**config.mk**
```make
export PLATFORM = sky130hd
export DESIGN_NAME = mgp_ports
export DESIGN_NICKNAME = d
export VERILOG_FILES = /design/src/logic/mgp_sync2.v /design/src/logic/mgp_pin_cell.v /design/src/logic/mgp_ports.v
export VERILOG_INCLUDE_DIRS = /design/src /design/src/pkg
export SDC_FILE = /design/constraint.sdc
export NUM_CORES = 1
export LEC_CHECK = 0
export BUFFER_PORTS_ARGS = -buffer_cell sky130_fd_sc_hd__buf_2
export CORE_MARGIN = 1
export CORE_UTILIZATION = 60
export CTS_BUF_LIST = sky130_fd_sc_hd__clkbuf_8
export CTS_CLUSTER_DIAMETER = 150
export DETAILED_ROUTE_END_ITERATION = 6
export PLACE_DENSITY = 0.88
export SLEW_MARGIN = 5
export SYNTH_ARGS = -nofsm -noshare
export SYNTH_HDL_FRONTEND = slang
export SYNTH_SLANG_ARGS = --single-unit
```
**constraint.sdc**
```tcl
create_clock -name clk_sys -period 2.9 [get_ports clk_sys]
set_clock_uncertainty 0.1 [all_clocks]
set_input_delay 0.145 -clock clk_sys [delete_from_list [all_inputs] [get_ports clk_sys]]
set_output_delay 0.145 -clock clk_sys [all_outputs]
set_load 0.01 [all_outputs]
```
**src/pkg/mgp_regs.vh**
```
// Register offsets, field positions and reset values of the general-purpose ports
`ifndef MGP_REGS_VH
`define MGP_REGS_VH
`define MGP_ADDR_W 8
`define MGP_WAKE_OUT_ADDR 8'hD0
`define MGP_WAKE_DIR_ADDR 8'hD1
`define MGP_WAKE_PIN_ADDR 8'hD2
`define MGP_MIX_OUT_ADDR 8'hD4
`define MGP_MIX_DIR_ADDR 8'hD5
`define MGP_MIX_PIN_ADDR 8'hD6
`define MGP_OUTP_ADDR 8'hDC
`define MGP_WAKEUP_ENABLE_REGISTER_ADDR 8'hC9
`define MGP_CTRL2_ADDR 8'hCC
`define MGP_CTRL1_ADDR 8'hEE
`define MGP_PSW_ADDR 8'hEF
`define MGP_MIX_BIDIR_MASK 8'h3F
`define MGP_HALT_BIT 7
`define MGP_OUTP_RESET 4'hF
`define MGP_LATCH_RESET 8'h00
// Alternate-function enable bits inside the control registers
`define MGP_CTRL2_CMP_EN 0
`define MGP_CTRL2_CMP_OE 1
`define MGP_CTRL2_MOD_EN 2
`define MGP_CTRL1_TMR_OE 0
`define MGP_CTRL1_SER_EN 1
`define MGP_CTRL1_SCK_MST 2
`define MGP_PSW_EXT_IE 0
`endif

```
**src/logic/mgp_sync2.v**
```verilog
// Two-flop synchroniser for a bus of pin levels
`timescale 1ns/100ps
module mgp_sync2 #(
  parameter W = 8
) (
  input wire clk_sys,
  input wire rst_b,
  input wire ce,
  input wire [W-1:0] d,
  output reg [W-1:0] q
);
  reg [W-1:0] meta_r;
  always @(posedge clk_sys) begin
    if (!rst_b) begin
      meta_r <= {W{1'b0}};
      q <= {W{1'b0}};
    end else if (ce) begin
      meta_r <= d;
      q <= meta_r;
    end
  end
endmodule // mgp_sync2

```
**src/logic/mgp_pin_cell.v**
```verilog
// Bidirectional pin decode with optional alternate-function override
`timescale 1ns/100ps
module mgp_pin_cell #(
  parameter W = 8
) (
  input wire [W-1:0] dir,
  input wire [W-1:0] dat,
  input wire [W-1:0] alt_oe,
  input wire [W-1:0] alt_val,
  output wire [W-1:0] pin_o,
  output wire [W-1:0] pin_oe,
  output wire [W-1:0] pull_en
);
  // Alternate output takes the pin as a push-pull driver
  assign pin_oe = dir | alt_oe;
  assign pin_o = (alt_oe & alt_val) | (~alt_oe & dat);
  assign pull_en = ~dir & ~alt_oe & dat;
endmodule // mgp_pin_cell

```
**src/logic/mgp_ports.v**
```verilog
// General-purpose port block: wake port, mixed port, output port, input port
//
// Function
// - config/data pair selects pin mode
// - wake port registers at D0, D1, D2
// - mixed port registers at D4, D5, D6
// - mixed bits 0-5 bidirectional, 6-7 input
// - input-only config bits ignore writes
// - input-only config bits read zero
// - writing one to mixed data7 halts
// - halt holds clock input high with crystal or RC option
// - wake alternates enabled at C9, CC
// - mixed port serial, timer, interrupt alternates
// - interrupt from EF, timer/serial from EE
// - mixed pin7 crystal output or input
// - output port at DC, reset ones
// - 4-bit input-only port, no drivers
`timescale 1ns/100ps
`include "mgp_regs.vh"
module mgp_ports #(
  parameter CRYSTAL_OPT = 1'b0,
  parameter RC_OPT = 1'b0
) (
  input wire clk_sys,
  input wire rst_b,
  input wire ce,
  input wire [7:0] bus_addr,
  input wire bus_wr,
  input wire bus_rd,
  input wire [7:0] bus_wdata,
  output reg [7:0] bus_rdata,
  output wire bus_hit,
  input wire [7:0] wake_pin_i,
  output wire [7:0] wake_pin_o,
  output wire [7:0] wake_pin_oe,
  output wire [7:0] wake_pull_en,
  input wire [7:0] mix_pin_i,
  output wire [5:0] mix_pin_o,
  output wire [5:0] mix_pin_oe,
  output wire [5:0] mix_pull_en,
  output wire [3:0] out_port_o,
  input wire [3:0] in_port_i,
  input wire osc_clk,
  output wire clock_input_hold,
  output wire crystal_clock_output,
  output wire crystal_clock_output_oe,
  output reg halt_r,
  input wire halt_restart,
  output wire [7:0] multi_input_wakeup,
  output wire [7:0] wake_levels,
  output wire comparator_positive_input,
  output wire comparator_negative_input,
  input wire comparator_result,
  input wire modulator_value,
  output wire external_interrupt_pin,
  output wire external_interrupt_en,
  output wire timer_pin_in,
  input wire timer_out,
  output wire serial_data_in,
  input wire serial_data_out,
  input wire serial_clock_out,
  output wire serial_clock_in
);
  reg [7:0] wake_out_r;
  reg [7:0] wake_dir_r;
  reg [7:0] mix_out_r;
  reg [7:0] mix_dir_r;
  reg [3:0] outp_r;
  reg [7:0] wakeup_enable_register_r;
  reg [7:0] ctrl2_r;
  reg [7:0] ctrl1_r;
  reg [7:0] psw_r;
  wire [7:0] wake_sync;
  wire [7:0] mix_sync;
  wire [3:0] in_sync;
  wire [7:0] wake_alt_oe;
  wire [7:0] wake_alt_val;
  wire [5:0] mix_alt_oe;
  wire [5:0] mix_alt_val;
  wire wr;

  function hit;
    input [7:0] a;
    input [7:0] b;
    begin
      hit = (a == b);
    end
  endfunction

  assign wr = ce & bus_wr;

  mgp_sync2 #(.W(8)) u_wake_sync (
    .clk_sys(clk_sys),
    .rst_b(rst_b),
    .ce(ce),
    .d(wake_pin_i),
    .q(wake_sync)
  );
  mgp_sync2 #(.W(8)) u_mix_sync (
    .clk_sys(clk_sys),
    .rst_b(rst_b),
    .ce(ce),
    .d(mix_pin_i),
    .q(mix_sync)
  );
  mgp_sync2 #(.W(4)) u_in_sync (
    .clk_sys(clk_sys),
    .rst_b(rst_b),
    .ce(ce),
    .d(in_port_i),
    .q(in_sync)
  );

  always @(posedge clk_sys) begin
    if (!rst_b) begin
      wake_out_r <= `MGP_LATCH_RESET;
      wake_dir_r <= `MGP_LATCH_RESET;
      mix_out_r <= `MGP_LATCH_RESET;
      mix_dir_r <= `MGP_LATCH_RESET;
      outp_r <= `MGP_OUTP_RESET;
      wakeup_enable_register_r <= 8'h00;
      ctrl2_r <= 8'h00;
      ctrl1_r <= 8'h00;
      psw_r <= 8'h00;
    end else if (wr) begin
      if (hit(bus_addr, `MGP_WAKE_OUT_ADDR)) begin
        wake_out_r <= bus_wdata;
      end
      if (hit(bus_addr, `MGP_WAKE_DIR_ADDR)) begin
        wake_dir_r <= bus_wdata;
      end
      if (hit(bus_addr, `MGP_MIX_OUT_ADDR)) begin
        mix_out_r <= bus_wdata;
      end
      if (hit(bus_addr, `MGP_MIX_DIR_ADDR)) begin
        // Upper two bits can never become outputs
        mix_dir_r <= bus_wdata & `MGP_MIX_BIDIR_MASK;
      end
      if (hit(bus_addr, `MGP_OUTP_ADDR)) begin
        outp_r <= bus_wdata[3:0];
      end
      if (hit(bus_addr, `MGP_WAKEUP_ENABLE_REGISTER_ADDR)) begin
        wakeup_enable_register_r <= bus_wdata;
      end
      if (hit(bus_addr, `MGP_CTRL2_ADDR)) begin
        ctrl2_r <= bus_wdata;
      end
      if (hit(bus_addr, `MGP_CTRL1_ADDR)) begin
        ctrl1_r <= bus_wdata;
      end
      if (hit(bus_addr, `MGP_PSW_ADDR)) begin
        psw_r <= bus_wdata;
      end
    end
  end

  // Halt: set by the data write, cleared by restart pin (without crystal option) or reset
  always @(posedge clk_sys) begin
    if (!rst_b) begin
      halt_r <= 1'b0;
    end else if (ce) begin
      if (bus_wr && hit(bus_addr, `MGP_MIX_OUT_ADDR) && bus_wdata[`MGP_HALT_BIT]) begin
        halt_r <= 1'b1;
      end else if (halt_r && halt_restart && !CRYSTAL_OPT) begin
        halt_r <= 1'b0;
      end
    end
  end

  assign clock_input_hold = halt_r & (CRYSTAL_OPT | RC_OPT);
  // Crystal output parks high along with the clock input during halt
  assign crystal_clock_output = halt_r | osc_clk;
  assign crystal_clock_output_oe = CRYSTAL_OPT;

  // Wake port alternates
  assign multi_input_wakeup = wake_sync & wakeup_enable_register_r;
  assign wake_levels = wake_sync;
  assign comparator_positive_input = wake_sync[2];
  assign comparator_negative_input = wake_sync[1];
  assign wake_alt_oe = {ctrl2_r[`MGP_CTRL2_MOD_EN], 6'b00_0000,
                        ctrl2_r[`MGP_CTRL2_CMP_EN] & ctrl2_r[`MGP_CTRL2_CMP_OE]};
  assign wake_alt_val = {modulator_value, 6'b00_0000, comparator_result};

  mgp_pin_cell #(.W(8)) u_wake_cell (
    .dir(wake_dir_r),
    .dat(wake_out_r),
    .alt_oe(wake_alt_oe),
    .alt_val(wake_alt_val),
    .pin_o(wake_pin_o),
    .pin_oe(wake_pin_oe),
    .pull_en(wake_pull_en)
  );

  // Mixed port alternates
  assign mix_alt_oe = {ctrl1_r[`MGP_CTRL1_SER_EN] & ctrl1_r[`MGP_CTRL1_SCK_MST],
                       ctrl1_r[`MGP_CTRL1_SER_EN], ctrl1_r[`MGP_CTRL1_TMR_OE],
                       3'b000};
  assign mix_alt_val = {serial_clock_out, serial_data_out, timer_out, 3'b000};

  mgp_pin_cell #(.W(6)) u_mix_cell (
    .dir(mix_dir_r[5:0]),
    .dat(mix_out_r[5:0]),
    .alt_oe(mix_alt_oe),
    .alt_val(mix_alt_val),
    .pin_o(mix_pin_o),
    .pin_oe(mix_pin_oe),
    .pull_en(mix_pull_en)
  );

  assign serial_data_in = mix_sync[6];
  assign serial_clock_in = mix_sync[5];
  assign timer_pin_in = mix_sync[3];
  // Pulse widths below one cycle may be missed by the synchroniser
  assign external_interrupt_pin = mix_sync[0];
  assign external_interrupt_en = psw_r[`MGP_PSW_EXT_IE];

  assign out_port_o = outp_r;

  assign bus_hit = hit(bus_addr, `MGP_WAKE_OUT_ADDR) | hit(bus_addr, `MGP_WAKE_DIR_ADDR) |
                   hit(bus_addr, `MGP_WAKE_PIN_ADDR) | hit(bus_addr, `MGP_MIX_OUT_ADDR) |
                   hit(bus_addr, `MGP_MIX_DIR_ADDR) | hit(bus_addr, `MGP_MIX_PIN_ADDR) |
                   hit(bus_addr, `MGP_OUTP_ADDR) | hit(bus_addr, `MGP_WAKEUP_ENABLE_REGISTER_ADDR) |
                   hit(bus_addr, `MGP_CTRL2_ADDR) | hit(bus_addr, `MGP_CTRL1_ADDR) |
                   hit(bus_addr, `MGP_PSW_ADDR);

  // Registered read data, one cycle after the strobe
  always @(posedge clk_sys) begin
    if (!rst_b) begin
      bus_rdata <= 8'h00;
    end else if (ce && bus_rd) begin
      case (bus_addr)
        `MGP_WAKE_OUT_ADDR: bus_rdata <= wake_out_r;
        `MGP_WAKE_DIR_ADDR: bus_rdata <= wake_dir_r;
        `MGP_WAKE_PIN_ADDR: bus_rdata <= wake_sync;
        `MGP_MIX_OUT_ADDR: bus_rdata <= mix_out_r;
        `MGP_MIX_DIR_ADDR: bus_rdata <= mix_dir_r & `MGP_MIX_BIDIR_MASK;
        `MGP_MIX_PIN_ADDR: bus_rdata <= mix_sync;
        `MGP_OUTP_ADDR: bus_rdata <= {4'h0, outp_r};
        `MGP_WAKEUP_ENABLE_REGISTER_ADDR: bus_rdata <= wakeup_enable_register_r;
        `MGP_CTRL2_ADDR: bus_rdata <= ctrl2_r;
        `MGP_CTRL1_ADDR: bus_rdata <= ctrl1_r;
        `MGP_PSW_ADDR: bus_rdata <= psw_r;
        // Input-only port has no address of its own here; sits nowhere else
        default: bus_rdata <= 8'h00;
      endcase
    end
  end

  // Input port is synchronised but never read over the bus or driven
  wire [3:0] in_levels_unused;
  assign in_levels_unused = in_sync;
endmodule // mgp_ports

```
==> results.md <==
* Fin crit share at 0.676
* Peak supply drop at approximately 390 uV
* Top_reg_cell synth: dfxtp_1
* RSZ-0062 raised after global routing: no
* Die height at approximately 97 um
* CTS Sinks at 107
* Die Span X at slightly below 100 um
* Dpl hpwl at around 11 mm
* Clk pwr share at 0.337
* CTS tree: done
* Net Sw Frac at 0.271
* Hold Vio Cnt, Final at 0
* Worst Setup Start Kind: input pin
* DRT Pass-1 Iters at 5
* Setup TNS at 0 ns
* CP Capture Type: flop
* Worst rel slew slack at 0.485
* Pwr dens at about 420 nW/um2
* Reg2reg path depth at 4
* #FFs+latches synth at 107
* Lkg Pwr at 2.79 nW
* # setup viols final at 0
* Outcome: finished, final reports clean
* Hold path depth at 3
* Share of cells above drive strength 1 at 0.260
* Yosys warning count at 0
* Clk_lat worst skew at 0.37 ns
* Ports at 130
* Total CTS buffers at 9
* Fillers at about 680
* Register area at 2140 um2
* Hold WC Path Type: input pin to flop
* Gpl congestion at between 0.9 and 1
* Gr ovfl total at 0
* Post-synth EDFFs at 0
* Clock slew at the register clock pins of the worst setup and hold paths at ~0.11 ns
* Fmax at ~510 MHz
* Ys async rst share at 0
* Clock buffer depth at 2
* Area of the multi-input gates at 2930 um2
* Power Total at approximately 2.7 mW
* Minimum clock period at 1.96 ns
* Wirelength, routed at 14.8 mm
* Antenna violation net count after detailed routing at 0
* Slew Limit Fails at 0
* Total track usage at 0.319
* Sequential Power Share at 0.567
* Postcts setup bufs at 0
* Sw power at 0.722 mW
* R2R Path End: bus_rdata[3]$_SDFFE_PN0P_
* DRC at 0
* Syn Inst Count at 569
* Die area at between 9000 and 10000 um2
* Post-DR wirelength/cell at roughly 19 um
* Slew @ Worst Pin at between 0.7 and 0.8 ns
* Initial antenna violation count at 0
* Worst Path Required at slightly above 3 ns
* Max_cap viols at 0
* R2r setup slk at around 1.2 ns
* CTS root buffer: clkbuf_8
* Seq/Total Area, Yosys at 0.395
* Largest net degree at the start of global routing at 80
* First-pass GRT wire length at 23.5 mm
* Initial drt markers at 268
* Cell Rows at 34
* Core area at 8720 um2
* Logic pwr share at 0.096
* Crit Path Category: input pin to flop
* H-tree Lvls at 3
* Synthesis-to-layout area growth at 16.2%
* Initial Util at 0.622
* Synth cell types at 51
* WP data arrival at around 2.1 ns
* Vias in the first global route at between 4000 and 5000
* Nets at around 700
* Synthesized area at roughly 5400 um2
* R2r startpoint: mix_out_r[3]$_SDFFE_PN0P_
* Final design utilization at 0.722
* Post-CTS sizing at 0
* Via count at approximately 4600
* Synthesized area per cell at about 9.5 um2
* Diode count at 0
* Via density at 5.89
* Port bufs at about 120
* P_int at 1.94 mW
* Worst Path Max Fanout at 26
* Worst Min Path Start: bus_wdata[5]
* Hold worst-path end: wake_out_r[5]$_SDFFE_PN0P_
[synthesized netlist by cell type (9+ instances only)]
cell type	n	area share
a21boi_0	10	0.014
a22o_1	11	0.018
and2_1	10	0.012
buf_4	23	0.032
clkbuf_1	27	0.019
dfxtp_1	107	0.40
mux2_2	9	0.019
mux2i_1	99	0.18
nand2_1	37	0.026
nand3_1	20	0.018
nor2_1	12	0.0083
nor2b_1	99	0.11
[power by group through the flow]
stage,Combinational [mW],Clock (mW),Sequential (mW)
2_1_floorplan,0.154,0,1.54
3_3_place_gp,0.225,0,1.54
3_5_place_dp,0.232,0,1.54
4_1_cts,0.250,0.908,1.51
5_1_grt,0.272,0.972,1.51
6_report,0.254,0.896,1.51
[metal layers]
layer / vias to the layer above / wire [um] / global-route usage
met2: 223 / 6860 / 0.510
met1: 2204 / 6420 / 0.420
met5: - / 0 / 0
met4: 0 / 384 / 0.115
li1: 2162 / - / -
met3: 29 / 1150 / 0.0759
[critical path: stages]
cell	delay, ns
buf_2	0.31
or2_2	0.40
nor2_1	0.48
nand3_2	0.43
mux2i_1	0.28
nor2b_1	0.07
[worst max path at each step]
stage	start	endpoint	slack, ns
floorplan	bus_addr[2]	ctrl1_r[0]$_SDFFE_PN0P_	1.19
global placement	bus_addr[0]	wakeup_enable_register_r[6]$_SDFFE_PN0P_	0.66
detailed placement	bus_addr[0]	mix_out_r[6]$_SDFFE_PN0P_	0.63
CTS	bus_addr[0]	wakeup_enable_register_r[6]$_SDFFE_PN0P_	1.01
global route	bus_addr[0]	out_port_o[1]$_SDFFE_PN1P_	0.88
finish	bus_addr[0]	mix_out_r[6]$_SDFFE_PN0P_	0.94
[registers in the layout, summed over array words and instances (netlist names), 4 cells and up]
signal / cells
bus_rdata: 8
ctrl1_r: 8
ctrl2_r: 8
mix_dir_r: 6
mix_out_r: 8
out_port_o: 4
psw_r: 8
u_mix_sync.meta_r: 8
u_mix_sync.q: 8
u_wake_sync.meta_r: 8
u_wake_sync.q: 8
wake_dir_r: 8
wake_out_r: 8
wakeup_enable_register_r: 8
[layout by cell type, fill, tap and decap left out, drive strengths merged, types with 2 or more instances in the layout]
master / instances
dlygate4sd3: 17
mux2: 9
a21oi: 2
nor4: 3
a21boi: 10
or2: 7
o211ai: 5
o2111ai: 2
o21ai: 5
nand2b: 4
nor3: 8
and3b: 3
clkbuf: 9
nand4: 5
o22ai: 2
nand3: 21
mux2i: 99
dfxtp: 107
and2: 10
nand3b: 4
a22oi: 8
nor2: 12
a22o: 11
inv: 11
nand2: 37
a31oi: 2
conb: 2
and3: 3
buf: 134
a32oi: 4
o2bb2ai: 6
nor2b: 99
clkinv: 3
[metrics by stage]
step | area, um2 | cells | hold WS (ns) | setup slack (ns)
3_5_place_dp | 5930 | 751 | 0.315 | 0.634
2_1_floorplan | 5420 | 570 | 0.201 | 1.19
6_report | 6300 | 784 | 0.0266 | 0.940
3_3_place_gp | 5930 | 751 | 0.302 | 0.659
4_1_cts | 6300 | 784 | 0.0180 | 1.01
5_1_grt | 6300 | 784 | 0.0226 | 0.877
[cell families (layout without fill, tap and decap cells)]
logic type | after synthesis | in the layout | synth area share
buffers and inverters | 69 | 175 | 0.0656
and+or+nand+nor | 221 | 221 | 0.244
muxes | 109 | 109 | 0.206
other | 1 | 2 | 0.000692
AOI/OAI and AO/OA | 62 | 62 | 0.0886
DFF | 107 | 107 | 0.395
[cell type report]
class | instances | share of cell area
inverter | 8 | 0.00477
multi-input combinational | 394 | 0.465
sequential | 107 | 0.340
clock inverter | 7 | 0.0111
tap | 108 | 0.0215
clock buffer | 9 | 0.0197
timing repair buffer | 151 | 0.138
[timing repair]
action,in CTS,in global routing
setup endpoints to repair,0,0
hold buffers,17,0
hold endpoints to repair,17,0
(Power assumes the default switching activity.)
